File: config.mk
export PLATFORM = sky130hd
export DESIGN_NAME = swoq_qualifier
export DESIGN_NICKNAME = d
export VERILOG_FILES = /design/src/rtl/swoq_window_hit.v /design/src/rtl/swoq_qualifier.v
export VERILOG_INCLUDE_DIRS = /design/src /design/src/rtl
export SDC_FILE = /design/constraint.sdc
export NUM_CORES = 1
export LEC_CHECK = 0
export ABC_CLOCK_PERIOD_IN_PS = 3700
export BUFFER_PORTS_ARGS = -buffer_cell sky130_fd_sc_hd__buf_4
export CAP_MARGIN = 20
export CORE_MARGIN = 5
export CORE_UTILIZATION = 45
export CTS_CLUSTER_DIAMETER = 150
export DETAILED_ROUTE_END_ITERATION = 10
export GPL_ROUTABILITY_DRIVEN = 0
export PLACE_DENSITY = 0.77
export SETUP_SLACK_MARGIN = 0.1
export SLEW_MARGIN = 10
export SYNTH_ARGS = -nofsm -noshare
export SYNTH_HDL_FRONTEND = slang
export SYNTH_HIERARCHICAL = 1
export SYNTH_SLANG_ARGS = --single-unit
File: constraint.sdc
create_clock -name aclk -period 3.7 [get_ports aclk]
set_input_delay 0.74 -clock aclk [delete_from_list [all_inputs] [get_ports aclk]]
set_output_delay 0.74 -clock aclk [all_outputs]
set_load 0.01 [all_outputs]
File: src/rtl/swoq_defines.vh
/*
 * Shared constants for the statistics window overlap qualifier:
 * register offsets, field positions, reset values and sensor size.
 * Assumes inclusion by the design and bench files of this block only.
 */
`ifndef SWOQ_DEFINES_VH
`define SWOQ_DEFINES_VH

// Register byte offsets, one aligned 32-bit word each
`define SWOQ_OFF_CTRL       8'h00
`define SWOQ_OFF_STATUS     8'h04
`define SWOQ_OFF_IMG_COL    8'h08
`define SWOQ_OFF_IMG_LINE   8'h0C
`define SWOQ_OFF_IMG_COLS   8'h10
`define SWOQ_OFF_IMG_LINES  8'h14
`define SWOQ_OFF_W1_COL     8'h20
`define SWOQ_OFF_W1_LINE    8'h24
`define SWOQ_OFF_W1_COLS    8'h28
`define SWOQ_OFF_W1_LINES   8'h2C
`define SWOQ_OFF_W1_ASSIGN  8'h30
`define SWOQ_OFF_W2_COL     8'h40
`define SWOQ_OFF_W2_LINE    8'h44
`define SWOQ_OFF_W2_COLS    8'h48
`define SWOQ_OFF_W2_LINES   8'h4C
`define SWOQ_OFF_W2_ASSIGN  8'h50

// Assignment fields: bit 0 intensity (gain and exposure), bit 1 white balance
`define SWOQ_ASN_INTENSITY  0
`define SWOQ_ASN_WHITEBAL   1
`define SWOQ_ASN_W1_RST     2'h1
`define SWOQ_ASN_W2_RST     2'h2

// Control fields
`define SWOQ_CTRL_BINNING   0

// Sensor dimensions, the default window extent
`define SWOQ_SENSOR_COLS    2048
`define SWOQ_SENSOR_LINES   1088

// AXI responses
`define SWOQ_RESP_OKAY      2'h0
`define SWOQ_RESP_SLVERR    2'h2

`endif

File: src/rtl/swoq_window_hit.v
/*
 * One statistics window membership test against the current pixel.
 * Assumes column and line counts in the same units as the window.
 */
`timescale 1ns/1ps

module swoq_window_hit #(
   parameter CW = 12
) (
   // Current pixel position
   input wire [CW-1:0] col,
   input wire [CW-1:0] line,
   // Window
   input wire [CW-1:0] start_col,
   input wire [CW-1:0] start_line,
   input wire [CW-1:0] cols,
   input wire [CW-1:0] lines,
   // Result
   output wire hit,
   output wire empty
);

   // Widen by one bit so offset plus extent cannot wrap
   wire [CW:0] end_col;
   wire [CW:0] end_line;
   assign end_col = {1'b0, start_col} + {1'b0, cols};
   assign end_line = {1'b0, start_line} + {1'b0, lines};

   // Inclusive start, exclusive end on both axes
   assign hit = ({1'b0, col} >= {1'b0, start_col}) && ({1'b0, col} < end_col) &&
                ({1'b0, line} >= {1'b0, start_line}) && ({1'b0, line} < end_line);
   assign empty = (cols == {CW{1'b0}}) || (lines == {CW{1'b0}});

endmodule // swoq_window_hit

File: src/rtl/swoq_qualifier.v
/*
 * Statistics window overlap qualifier: marks each streamed pixel that lies
 * in both the captured region and a statistics window, per auto function.
 * Assumes an AXI4-Lite master on aclk and a pixel stream from logic on the
 * same clock, framed by frame and line starts, already binned when binning
 * is active.
 */
`timescale 1ns/1ps
`include "swoq_defines.vh"

module swoq_qualifier #(
   parameter CW = 12,
   parameter SENSOR_COLS = `SWOQ_SENSOR_COLS,
   parameter SENSOR_LINES = `SWOQ_SENSOR_LINES
) (
   // Clock and reset
   input wire aclk,
   input wire aresetn,
   // AXI4-Lite write address
   input wire [7:0] s_axi_awaddr,
   input wire s_axi_awvalid,
   output reg s_axi_awready,
   // AXI4-Lite write data
   input wire [31:0] s_axi_wdata,
   input wire [3:0] s_axi_wstrb,
   input wire s_axi_wvalid,
   output reg s_axi_wready,
   // AXI4-Lite write response
   output reg [1:0] s_axi_bresp,
   output reg s_axi_bvalid,
   input wire s_axi_bready,
   // AXI4-Lite read address
   input wire [7:0] s_axi_araddr,
   input wire s_axi_arvalid,
   output reg s_axi_arready,
   // AXI4-Lite read data
   output reg [31:0] s_axi_rdata,
   output reg [1:0] s_axi_rresp,
   output reg s_axi_rvalid,
   input wire s_axi_rready,
   // Pixel stream in
   input wire pix_valid,
   input wire pix_frame_start,
   input wire pix_line_start,
   // Qualified pixel flags out, one cycle after the pixel
   output reg pix_valid_q,
   output reg intensity_use_q,
   output reg whitebal_use_q,
   // Per frame: whether each function had any overlap; then the binning control bit
   output reg intensity_active_q,
   output reg whitebal_active_q,
   output reg binning_q
);

   ////////////////////////////////////////////////////////////////////////
   // Configuration registers

   localparam [CW-1:0] RST_COLS = SENSOR_COLS[CW-1:0];
   localparam [CW-1:0] RST_LINES = SENSOR_LINES[CW-1:0];

   reg [CW-1:0] img_col_q, img_line_q, img_cols_q, img_lines_q;
   reg [CW-1:0] w1_col_q, w1_line_q, w1_cols_q, w1_lines_q;
   reg [CW-1:0] w2_col_q, w2_line_q, w2_cols_q, w2_lines_q;
   reg [1:0] w1_asn_q, w2_asn_q;

   // Write channel state
   reg [7:0] awaddr_q;
   reg aw_held_q;
   reg [31:0] wdata_q;
   reg [3:0] wstrb_q;
   reg w_held_q;
   wire do_write;
   wire [CW-1:0] wval;

   assign do_write = aw_held_q && w_held_q && !s_axi_bvalid;
   // Registers take the low CW bits of the word, only when the low lanes are enabled
   assign wval = wdata_q[CW-1:0];

   ////////////////////////////////////////////////////////////////////////
   // Write path; address and data accepted in either order

   always @(posedge aclk) begin
      if (!aresetn) begin
         s_axi_awready <= 1'b0;
         s_axi_wready <= 1'b0;
         s_axi_bvalid <= 1'b0;
         s_axi_bresp <= `SWOQ_RESP_OKAY;
         aw_held_q <= 1'b0;
         w_held_q <= 1'b0;
         awaddr_q <= 8'h00;
         wdata_q <= 32'h0000_0000;
         wstrb_q <= 4'h0;
      end else begin
         s_axi_awready <= !aw_held_q && !s_axi_awready && s_axi_awvalid;
         s_axi_wready <= !w_held_q && !s_axi_wready && s_axi_wvalid;
         if (s_axi_awvalid && s_axi_awready) begin
            aw_held_q <= 1'b1;
            awaddr_q <= s_axi_awaddr;
         end
         if (s_axi_wvalid && s_axi_wready) begin
            w_held_q <= 1'b1;
            wdata_q <= s_axi_wdata;
            wstrb_q <= s_axi_wstrb;
         end
         if (do_write) begin
            s_axi_bvalid <= 1'b1;
            aw_held_q <= 1'b0;
            w_held_q <= 1'b0;
            case (awaddr_q)
               `SWOQ_OFF_CTRL, `SWOQ_OFF_IMG_COL, `SWOQ_OFF_IMG_LINE,
               `SWOQ_OFF_IMG_COLS, `SWOQ_OFF_IMG_LINES,
               `SWOQ_OFF_W1_COL, `SWOQ_OFF_W1_LINE, `SWOQ_OFF_W1_COLS,
               `SWOQ_OFF_W1_LINES, `SWOQ_OFF_W1_ASSIGN,
               `SWOQ_OFF_W2_COL, `SWOQ_OFF_W2_LINE, `SWOQ_OFF_W2_COLS,
               `SWOQ_OFF_W2_LINES, `SWOQ_OFF_W2_ASSIGN:
                  s_axi_bresp <= `SWOQ_RESP_OKAY;
               default:
                  s_axi_bresp <= `SWOQ_RESP_SLVERR;
            endcase
         end else if (s_axi_bvalid && s_axi_bready) begin
            s_axi_bvalid <= 1'b0;
         end
      end
   end

   // Register file; each setting writable alone, lower two lanes carry it
   always @(posedge aclk) begin
      if (!aresetn) begin
         binning_q <= 1'b0;
         img_col_q <= {CW{1'b0}};
         img_line_q <= {CW{1'b0}};
         img_cols_q <= RST_COLS;
         img_lines_q <= RST_LINES;
         w1_col_q <= {CW{1'b0}};
         w1_line_q <= {CW{1'b0}};
         w1_cols_q <= RST_COLS;
         w1_lines_q <= RST_LINES;
         w2_col_q <= {CW{1'b0}};
         w2_line_q <= {CW{1'b0}};
         w2_cols_q <= RST_COLS;
         w2_lines_q <= RST_LINES;
         w1_asn_q <= `SWOQ_ASN_W1_RST;
         w2_asn_q <= `SWOQ_ASN_W2_RST;
      end else if (do_write && (wstrb_q[1:0] == 2'h3)) begin
         case (awaddr_q)
            `SWOQ_OFF_CTRL: binning_q <= wdata_q[`SWOQ_CTRL_BINNING];
            `SWOQ_OFF_IMG_COL: img_col_q <= wval;
            `SWOQ_OFF_IMG_LINE: img_line_q <= wval;
            `SWOQ_OFF_IMG_COLS: img_cols_q <= wval;
            `SWOQ_OFF_IMG_LINES: img_lines_q <= wval;
            `SWOQ_OFF_W1_COL: w1_col_q <= wval;
            `SWOQ_OFF_W1_LINE: w1_line_q <= wval;
            `SWOQ_OFF_W1_COLS: w1_cols_q <= wval;
            `SWOQ_OFF_W1_LINES: w1_lines_q <= wval;
            `SWOQ_OFF_W1_ASSIGN: w1_asn_q <= wdata_q[1:0];
            `SWOQ_OFF_W2_COL: w2_col_q <= wval;
            `SWOQ_OFF_W2_LINE: w2_line_q <= wval;
            `SWOQ_OFF_W2_COLS: w2_cols_q <= wval;
            `SWOQ_OFF_W2_LINES: w2_lines_q <= wval;
            `SWOQ_OFF_W2_ASSIGN: w2_asn_q <= wdata_q[1:0];
            default: binning_q <= binning_q;
         endcase
      end
   end

   ////////////////////////////////////////////////////////////////////////
   // Read path; one cycle after the address is taken

   reg [31:0] rd_d;
   reg rd_ok_d;
   reg [31:0] status_w;

   always @* begin
      rd_ok_d = 1'b1;
      rd_d = 32'h0000_0000;
      case (s_axi_araddr)
         `SWOQ_OFF_CTRL: rd_d[0] = binning_q;
         `SWOQ_OFF_STATUS: rd_d = status_w;
         `SWOQ_OFF_IMG_COL: rd_d[CW-1:0] = img_col_q;
         `SWOQ_OFF_IMG_LINE: rd_d[CW-1:0] = img_line_q;
         `SWOQ_OFF_IMG_COLS: rd_d[CW-1:0] = img_cols_q;
         `SWOQ_OFF_IMG_LINES: rd_d[CW-1:0] = img_lines_q;
         `SWOQ_OFF_W1_COL: rd_d[CW-1:0] = w1_col_q;
         `SWOQ_OFF_W1_LINE: rd_d[CW-1:0] = w1_line_q;
         `SWOQ_OFF_W1_COLS: rd_d[CW-1:0] = w1_cols_q;
         `SWOQ_OFF_W1_LINES: rd_d[CW-1:0] = w1_lines_q;
         `SWOQ_OFF_W1_ASSIGN: rd_d[1:0] = w1_asn_q;
         `SWOQ_OFF_W2_COL: rd_d[CW-1:0] = w2_col_q;
         `SWOQ_OFF_W2_LINE: rd_d[CW-1:0] = w2_line_q;
         `SWOQ_OFF_W2_COLS: rd_d[CW-1:0] = w2_cols_q;
         `SWOQ_OFF_W2_LINES: rd_d[CW-1:0] = w2_lines_q;
         `SWOQ_OFF_W2_ASSIGN: rd_d[1:0] = w2_asn_q;
         default: rd_ok_d = 1'b0;
      endcase
   end

   always @(posedge aclk) begin
      if (!aresetn) begin
         s_axi_arready <= 1'b0;
         s_axi_rvalid <= 1'b0;
         s_axi_rdata <= 32'h0000_0000;
         s_axi_rresp <= `SWOQ_RESP_OKAY;
      end else begin
         s_axi_arready <= !s_axi_arready && !s_axi_rvalid && s_axi_arvalid;
         if (s_axi_arvalid && s_axi_arready) begin
            s_axi_rvalid <= 1'b1;
            s_axi_rdata <= rd_d;
            s_axi_rresp <= rd_ok_d ? `SWOQ_RESP_OKAY : `SWOQ_RESP_SLVERR;
         end else if (s_axi_rvalid && s_axi_rready) begin
            s_axi_rvalid <= 1'b0;
         end
      end
   end

   ////////////////////////////////////////////////////////////////////////
   // Pixel position counters, origin at the top-left corner

   reg [CW-1:0] col_q, line_q;
   reg [CW-1:0] cur_col, cur_line;

   // Start markers reset the position on the marked pixel itself
   always @* begin
      cur_col = col_q;
      cur_line = line_q;
      if (pix_frame_start) begin
         cur_col = {CW{1'b0}};
         cur_line = {CW{1'b0}};
      end else if (pix_line_start) begin
         cur_col = {CW{1'b0}};
         cur_line = line_q + {{(CW-1){1'b0}}, 1'b1};
      end
   end

   // Counters run in stream units, which are binned units when binning is on
   always @(posedge aclk) begin
      if (!aresetn) begin
         col_q <= {CW{1'b0}};
         line_q <= {CW{1'b0}};
      end else if (pix_valid) begin
         col_q <= cur_col + {{(CW-1){1'b0}}, 1'b1};
         line_q <= cur_line;
      end
   end

   ////////////////////////////////////////////////////////////////////////
   // Membership tests

   wire img_hit, w1_hit, w2_hit;
   wire img_empty, w1_empty, w2_empty;

   swoq_window_hit #(.CW(CW)) u_img (
      .col(cur_col), .line(cur_line),
      .start_col(img_col_q), .start_line(img_line_q),
      .cols(img_cols_q), .lines(img_lines_q),
      .hit(img_hit), .empty(img_empty)
   );

   swoq_window_hit #(.CW(CW)) u_w1 (
      .col(cur_col), .line(cur_line),
      .start_col(w1_col_q), .start_line(w1_line_q),
      .cols(w1_cols_q), .lines(w1_lines_q),
      .hit(w1_hit), .empty(w1_empty)
   );

   swoq_window_hit #(.CW(CW)) u_w2 (
      .col(cur_col), .line(cur_line),
      .start_col(w2_col_q), .start_line(w2_line_q),
      .cols(w2_cols_q), .lines(w2_lines_q),
      .hit(w2_hit), .empty(w2_empty)
   );

   // Intersection covers the inside, enclosing and partial cases alike
   wire in1, in2, int_d, wb_d;
   assign in1 = pix_valid && img_hit && w1_hit;
   assign in2 = pix_valid && img_hit && w2_hit;
   // One intensity bit drives both gain and exposure
   assign int_d = (in1 && w1_asn_q[`SWOQ_ASN_INTENSITY]) ||
                  (in2 && w2_asn_q[`SWOQ_ASN_INTENSITY]);
   assign wb_d = (in1 && w1_asn_q[`SWOQ_ASN_WHITEBAL]) ||
                 (in2 && w2_asn_q[`SWOQ_ASN_WHITEBAL]);

   ////////////////////////////////////////////////////////////////////////
   // Outputs and per-frame overlap tracking

   reg int_seen_q, wb_seen_q;

   // Active flags update at frame start from the previous frame; a function
   // with no overlapping pixel leaves its manual value untouched downstream
   always @(posedge aclk) begin
      if (!aresetn) begin
         pix_valid_q <= 1'b0;
         intensity_use_q <= 1'b0;
         whitebal_use_q <= 1'b0;
         int_seen_q <= 1'b0;
         wb_seen_q <= 1'b0;
         intensity_active_q <= 1'b0;
         whitebal_active_q <= 1'b0;
      end else begin
         pix_valid_q <= pix_valid;
         intensity_use_q <= int_d;
         whitebal_use_q <= wb_d;
         if (pix_valid && pix_frame_start) begin
            intensity_active_q <= int_seen_q;
            whitebal_active_q <= wb_seen_q;
            int_seen_q <= int_d;
            wb_seen_q <= wb_d;
         end else begin
            int_seen_q <= int_seen_q | int_d;
            wb_seen_q <= wb_seen_q | wb_d;
         end
      end
   end

   // Status shows window emptiness and last frame activity
   always @* begin
      status_w = 32'h0000_0000;
      status_w[0] = intensity_active_q;
      status_w[1] = whitebal_active_q;
      status_w[2] = img_empty;
      status_w[3] = w1_empty;
      status_w[4] = w2_empty;
   end

endmodule // swoq_qualifier

=== After elaboration in Yosys (flattened, before gate mapping) ===
Cells that the tools add are included.

* Bits in registers: 225
* Output and inout bits: 47
* Word-level logic and storage cells: 177

* $add $sub $neg: 8
* $lt $le $gt $ge: 12
* Equal/unequal tests: 30
* Muxes and demuxes: 16
* Bitwise logic cells: 3
* Reductions and logical operators: 71

{| class="wikitable"
|+ Operator list
! kind !! number
|-
| $pmux W10 S13 || 1
|-
| $eq A8 B6 Y1 const B || 10
|-
| $eq A8 B7 Y1 const B || 10
|-
| $add A12 B12 Y13 || 6
|-
| $lt A12 B13 Y1 || 6
|-
| $ge A12 B12 Y1 || 6
|-
| $logic_not A12 Y1 || 6
|-
| $mux W12 || 4
|-
| $eq A8 B4 Y1 const B || 4
|-
| $eq A8 B5 Y1 const B || 4
|-
| $logic_and A1 B1 Y1 || 31
|-
| $reduce_and A2 Y1 || 15
|-
| $add A12 B1 Y12 const B || 2
|-
| $logic_not A8 Y1 || 2
|-
| $pmux W1 S16 || 1
|-
| $reduce_or A16 Y1 || 1
|-
| $pmux W1 S15 || 1
|-
| $reduce_or A15 Y1 || 1
|-
| $eq A8 B3 Y1 const B || 1
|-
| $logic_not A1 Y1 || 7
|-
| $mux W1 || 7
|-
| $logic_or A1 B1 Y1 || 5
|-
| $mux W2 || 2
|-
| $reduce_bool A2 Y1 || 2
|-
| other kinds (4) || 5
|}

=== Depth between registers and ports, before layout ===
* Depth in word-level cells: 12
* Gate-level depth with buffers: 19

=== Cells and area by module ===
The synthesis kept the hierarchy.

{| class="wikitable"
|+ Modules (own cells, without submodules)
! module !! instances !! cells an instance !! area each (um^2) !! sequential area each (um^2)
|-
| swoq_qualifier || 1 || 1243 || 10377.5 || 4464.3
|-
| swoq_window_hit at u_img ... || 2 || 278 || 2189.6 || 0.0
|-
| swoq_window_hit at u_w2 || 1 || 281 || 2139.6 || 0.0
|}

=== Worst setup path after synthesis ===
No wires, ideal clock.

* Kind: input to register
* From: input pix_line_start
* To: register wb_seen_q
* Setup time: 0.116 ns
* Data arrival time: 3.404 ns
* Required time: 3.584 ns
* Path slack: 0.180 ns
* Stages: 14
* Buffers on the path: 1
* Cell sequence: buf_2 > nand4_1 > nor4_2 > nand3_1 > xor2_1 > nor2_1 > ha_1 > a211oi_1 > nand2_1 > o2111ai_1 > and4bb_1 > a22oi_1 > nor2_1 > a31o_2

* Elaborated cells between the ends (all ways): 33
* Classes of those cells: 12 x order compare; 5 x mux; 1 x bitwise; 15 x reduce/logical

{| class="wikitable"
|+ RTL lines
! element !! RTL line !! text
|-
| from (decl) || swoq_qualifier.v:44 || <nowiki>input wire pix_line_start,</nowiki>
|-
| $mux W12 (*) || swoq_qualifier.v:228 || <nowiki>end else if (pix_line_start) begin</nowiki>
|-
| $mux W12 (*) || swoq_qualifier.v:225 || <nowiki>if (pix_frame_start) begin</nowiki>
|-
| via cur_line[11] || swoq_qualifier.v:219 || <nowiki>reg [CW-1:0] cur_col, cur_line;</nowiki>
|-
| $ge A12 B12 Y1 || swoq_window_hit.v:31 || <nowiki>({1'b0, line} >= {1'b0, start_line}) && ({1'b0, line} < end_line);</nowiki>
|-
| $logic_and A1 B1 Y1 || swoq_window_hit.v:30 || <nowiki>assign hit = ({1'b0, col} >= {1'b0, start_col}) && ({1'b0, col} < end_col) &&</nowiki>
|-
| $logic_and A1 B1 Y1 (*) || swoq_window_hit.v:31 ||
|-
| via w2_hit || swoq_qualifier.v:248 || <nowiki>wire img_hit, w1_hit, w2_hit;</nowiki>
|-
| $logic_and A1 B1 Y1 (*) || swoq_qualifier.v:275 || <nowiki>assign in2 = pix_valid && img_hit && w2_hit;</nowiki>
|-
| $logic_and A1 B1 Y1 (*) || swoq_qualifier.v:280 || <nowiki>(in2 && w2_asn_q[`SWOQ_ASN_WHITEBAL]);</nowiki>
|-
| $logic_or A1 B1 Y1 (*) || swoq_qualifier.v:279 || <nowiki>assign wb_d = (in1 && w1_asn_q[`SWOQ_ASN_WHITEBAL]) ||</nowiki>
|-
| $or A1 B1 Y1 || swoq_qualifier.v:309 || <nowiki>wb_seen_q <= wb_seen_q | wb_d;</nowiki>
|-
| $mux W1 (*) || swoq_qualifier.v:302 || <nowiki>if (pix_valid && pix_frame_start) begin</nowiki>
|-
| to (signal assigned) || swoq_qualifier.v:306 || <nowiki>wb_seen_q <= wb_d;</nowiki>
|-
| to (signal assigned) || swoq_qualifier.v:309 ||
|-
| to (decl) || swoq_qualifier.v:285 || <nowiki>reg int_seen_q, wb_seen_q;</nowiki>
|}

The timed path passes the listed nets; every way through them passes the cells marked *.
A chain may end at the register's enable or synchronous reset.

=== Final worst setup path ===
* From: register w2_cols_q[0]
* To: register int_seen_q

* Word-level cells in the longest chain between the ends: 10

{| class="wikitable"
|+ Ends and longest elaborated chain
! element !! RTL line !! text
|-
| from (decl) || swoq_qualifier.v:63 || <nowiki>reg [CW-1:0] w2_col_q, w2_line_q, w2_cols_q, w2_lines_q;</nowiki>
|-
| from (signal assigned) || swoq_qualifier.v:158 || <nowiki>`SWOQ_OFF_W2_COLS: w2_cols_q <= wval;</nowiki>
|-
| $add A12 B12 Y13 (*) || swoq_window_hit.v:26 || <nowiki>assign end_col = {1'b0, start_col} + {1'b0, cols};</nowiki>
|-
| $lt A12 B13 Y1 (*) || swoq_window_hit.v:30 ||
|-
| $logic_and A1 B1 Y1 (*) (2 in a row) || swoq_window_hit.v:30 ||
|-
| $logic_and A1 B1 Y1 (*) || swoq_window_hit.v:31 ||
|-
| via w2_hit || swoq_qualifier.v:248 ||
|-
| $logic_and A1 B1 Y1 (*) || swoq_qualifier.v:275 ||
|-
| $logic_and A1 B1 Y1 (*) || swoq_qualifier.v:278 || <nowiki>(in2 && w2_asn_q[`SWOQ_ASN_INTENSITY]);</nowiki>
|-
| $logic_or A1 B1 Y1 (*) || swoq_qualifier.v:277 || <nowiki>assign int_d = (in1 && w1_asn_q[`SWOQ_ASN_INTENSITY]) ||</nowiki>
|-
| $or A1 B1 Y1 || swoq_qualifier.v:308 || <nowiki>int_seen_q <= int_seen_q | int_d;</nowiki>
|-
| $mux W1 (*) || swoq_qualifier.v:302 ||
|-
| to (signal assigned) || swoq_qualifier.v:305 || <nowiki>int_seen_q <= int_d;</nowiki>
|-
| to (signal assigned) || swoq_qualifier.v:308 ||
|-
| to (decl) || swoq_qualifier.v:285 ||
|}

Marks and branches as above.

==> results.yml <==
clock_network:
  clk_pin_slew_ps: 60
  cts_tree: "built"
  clockBufferDepth: 3
  clock-sinks: 223
  cts_buffers: 25
  clk_latency_ps: 570
  h-tree-depth: 1
  postCtsHoldBufs: 0
  clockRootBuffer: "clkbuf_16"
sta:
  min_period_ps: 3770
  clock-skew-final_ps: 23.7
  tightestPinTransition_ps: 1100
  fin_setup_tns_ps: -194
  setup_slack_ps: -72.9
  finalHoldViolCount: 0
  max-slew-margin-rel_pct: 25.7
  clock.fmax_mhz: 265
  period_share_pct: 102
  rsz0062_at_grt: "true"
  setup_viol: 3
  drv_slew: 0
drt:
  ant_nets: 0
  initialDrtViolationCount: 2106
  vias: 16900
  wl_per_cell_microns: 20.9
  drtPass1Iterations: 7
  viasPerCell: 6.07
  drc: 0
  wl_mm: 58.0
logic_synthesis:
  synthSimpleGateAreaFrac_pct: 18.8
  syn-instance-count: 2080
  avgSynthCellArea_sq_um: 8.12
  synth_edf_count: 0
  ys_async_sr_fraction_pct: 0
  synth_area_sq_um: 16900
  synth_area_leader_cell: "dfxtp_1"
  synth-seq-cells: 223
  synth_top_family_by_area: "compound AO/OA/AOI/OAI gates"
  ys.flop_type: "dfxtp_1"
  yosysSeqAreaShare_pct: 26.4
  synth_compound_area_share_pct: 20.6
  netlist_top_cells_area: "dfxtp_1, ha_1, mux2i_1, a21oi_1, nand2_1"
  synthAdderAreaFrac_pct: 16.4
  synthMostInstantiatedCell: "dfxtp_1"
  synth.area.mux_share_pct: 8.72
  synth_warnings: 6
  synth_top_area_share_pct: 26.4
  ys_top_cells_by_count: "dfxtp_1, nand2_1, ha_1, nor2_1, a21oi_1"
  yosysUniqueCellTypes: 90
  synth-xor-area-share_pct: 3.06
critical_path:
  critical_path_class: "reg -> reg"
  worstPathRequired_ps: 4140
  cp_cell_sequence: "ha_4 -> inv_2 -> fa_2 -> nor2b_2 -> o21ai_2 -> a221oi_2 -> o21ai_2 -> a21oi_2 -> xnor2_1 -> ha_1 -> a211o_1 -> buf_4 -> a21oi_2 -> nor3_2 -> o211ai_1 -> buf_4 -> and4bb_2 -> a22oi_2 -> nor2_2 -> a31o_2"
  start_kind: "register"
  worst_r2r_path_depth: 20
  rr_startpoint: "w2_cols_q[0]"
  crit_fanout: 2
  cp_num_buf_inv: 3
  slowest_delay_ps: 350
  r2r_end: "int_seen_q"
  cp-end-kind: "register"
  slowest_stage: "dfxtp_2"
  cpLargestDelayFamily: "compound AO/OA/AOI/OAI gates"
  worstSetupStartpoint: "w2_cols_q[0]"
  cp.depth: 20
  crit_path_end: "int_seen_q"
  reg2reg_slack_ps: -70
  crit_arrival_ps: 4220
power:
  ir_drop_v: 0.000287
  p_leak_uw: 0.00858
  power_density_nw_per_um2: 278
die:
  die_w_microns: 204
  core.rowCount: 71
  boundaryPins: 109
  die_area_sq_um: 41500
  floorplan.initialDensity_pct: 45.2
  die_y_microns: 204
  core_area_sq_um: 37400
flow_run:
  maxCapViolCount: 0
cells_and_area:
  nets: 2531
  nFillCells: 3307
  drive_gt1_share_pct: 17.5
  finish.utilization_pct: 53.6
  area_delta_synth_final_pct: 18.6
placed_design:
  port_buffers: 64
  post-dp-hpwl_mm: 43.5
  place_ws_ps: -234
outcome:
  violations: "negative setup slack"
  status: "finished, violations left"
global_routing:
  antenna_found_initial: 3
  grt_pass1_wl_mm: 88.4
  globalRouteOverflowTotal: 0
  grt_start_max_net_pins: 171
  grt_pass1_vias: 16300
  grtUsageTotal_pct: 26.6
worst_hold_path:
  hold_path_class: "in -> reg"
timing repair:
item	4_1_cts	5_1_grt
setup buffers	11	2
pin swaps	29	24
endpoints found under the setup margin	4	4
gates resized for setup	30	29
tightest hold or removal path, delay by kind of cell:
kind | cells | cell delay, ps
buf+inv | 1 | 110
simple gates | 2 | 80
how the worst min path moves through the flow:
stage                        startpoint            endpoint  slack [ps]  cells past startpoint
final                      s_axi_wvalid        s_axi_wready         420                      3
after global routing      s_axi_arvalid       s_axi_arready         440                      3
after CTS                  s_axi_wvalid        s_axi_wready         400                      3
after detailed placement   s_axi_rvalid       s_axi_arready         450                      1
after global placement     s_axi_rvalid       s_axi_arready         430                      1
after floorplan              int_seen_q  intensity_active_q         440                      2
routing by layer:
| metal | track usage [%] | vias up | wire length, microns |
|---|---|---|---|
| li1 | - | 7804 | - |
| met1 | 34.3 | 7898 | 23200 |
| met2 | 40.5 | 914 | 24200 |
| met3 | 7.16 | 258 | 6490 |
| met4 | 14.7 | 4 | 4090 |
| met5 | 0.833 | - | 21 |
per-stage QoR:
step	cell area (sq um)	total power [uW]	hold WS (ps)	cells
3_3_place_gp	18800	2820	432	2722
6_report	20000	5560	415	2782
5_1_grt	20000	5690	440	2782
4_1_cts	19900	5570	402	2779
3_5_place_dp	18800	2820	451	2722
2_1_floorplan	17000	2710	444	2101
area by class of cell:
type | instances | area, sq um | area share, %
diodes | 1 | 2.50 | 0.0125
clock buffers | 33 | 696 | 3.47
clock inverters | 13 | 209 | 1.04
inverters | 112 | 425 | 2.12
multi-input cells | 1644 | 11700 | 58.5
flip-flops and latches | 223 | 4480 | 22.3
well taps | 511 | 639 | 3.19
repair buffers | 245 | 1860 | 9.30
kinds of logic after synthesis:
group	after synthesis
flip-flops	223
AO/OA/AOI/OAI	540
XOR/XNOR	59
buffers and inverters	234
adder cells (fa/ha/maj)	218
other	1
AND/OR/NAND/NOR	663
multiplexers	142
layout by cell type (no fill, tap or decap), drive strengths merged, types with 9 or more instances in the layout:
| cell type | instances |
|---|---|
| nor4b | 12 |
| nor4 | 34 |
| ha | 212 |
| o21bai | 13 |
| dfxtp | 223 |
| buf | 245 |
| a211oi | 24 |
| clkbuf | 33 |
| xnor2 | 26 |
| and3 | 9 |
| mux2i | 127 |
| nor3 | 39 |
| o21a | 14 |
| nand2b | 18 |
| nand2 | 216 |
| o31ai | 15 |
| a22oi | 15 |
| and2 | 15 |
| o21ai | 134 |
| a21oi | 181 |
| a221oi | 16 |
| nor2b | 24 |
| nor2 | 186 |
| inv | 113 |
| nor3b | 10 |
| o22ai | 10 |
| nand4 | 14 |
| a21o | 36 |
| a31oi | 21 |
| mux2 | 12 |
| conb | 22 |
| xor2 | 33 |
| nand3 | 59 |
power by group:
| group | leakage, uW | total, uW | internal [uW] | switching (uW) |
|---|---|---|---|---|
| sequential | 0.00181 | 2470 | 2420 | 48.5 |
| clock | 0.000433 | 2780 | 1680 | 1100 |
| combinational | 0.00634 | 318 | 111 | 206 |
(Power assumes the default switching activity.)
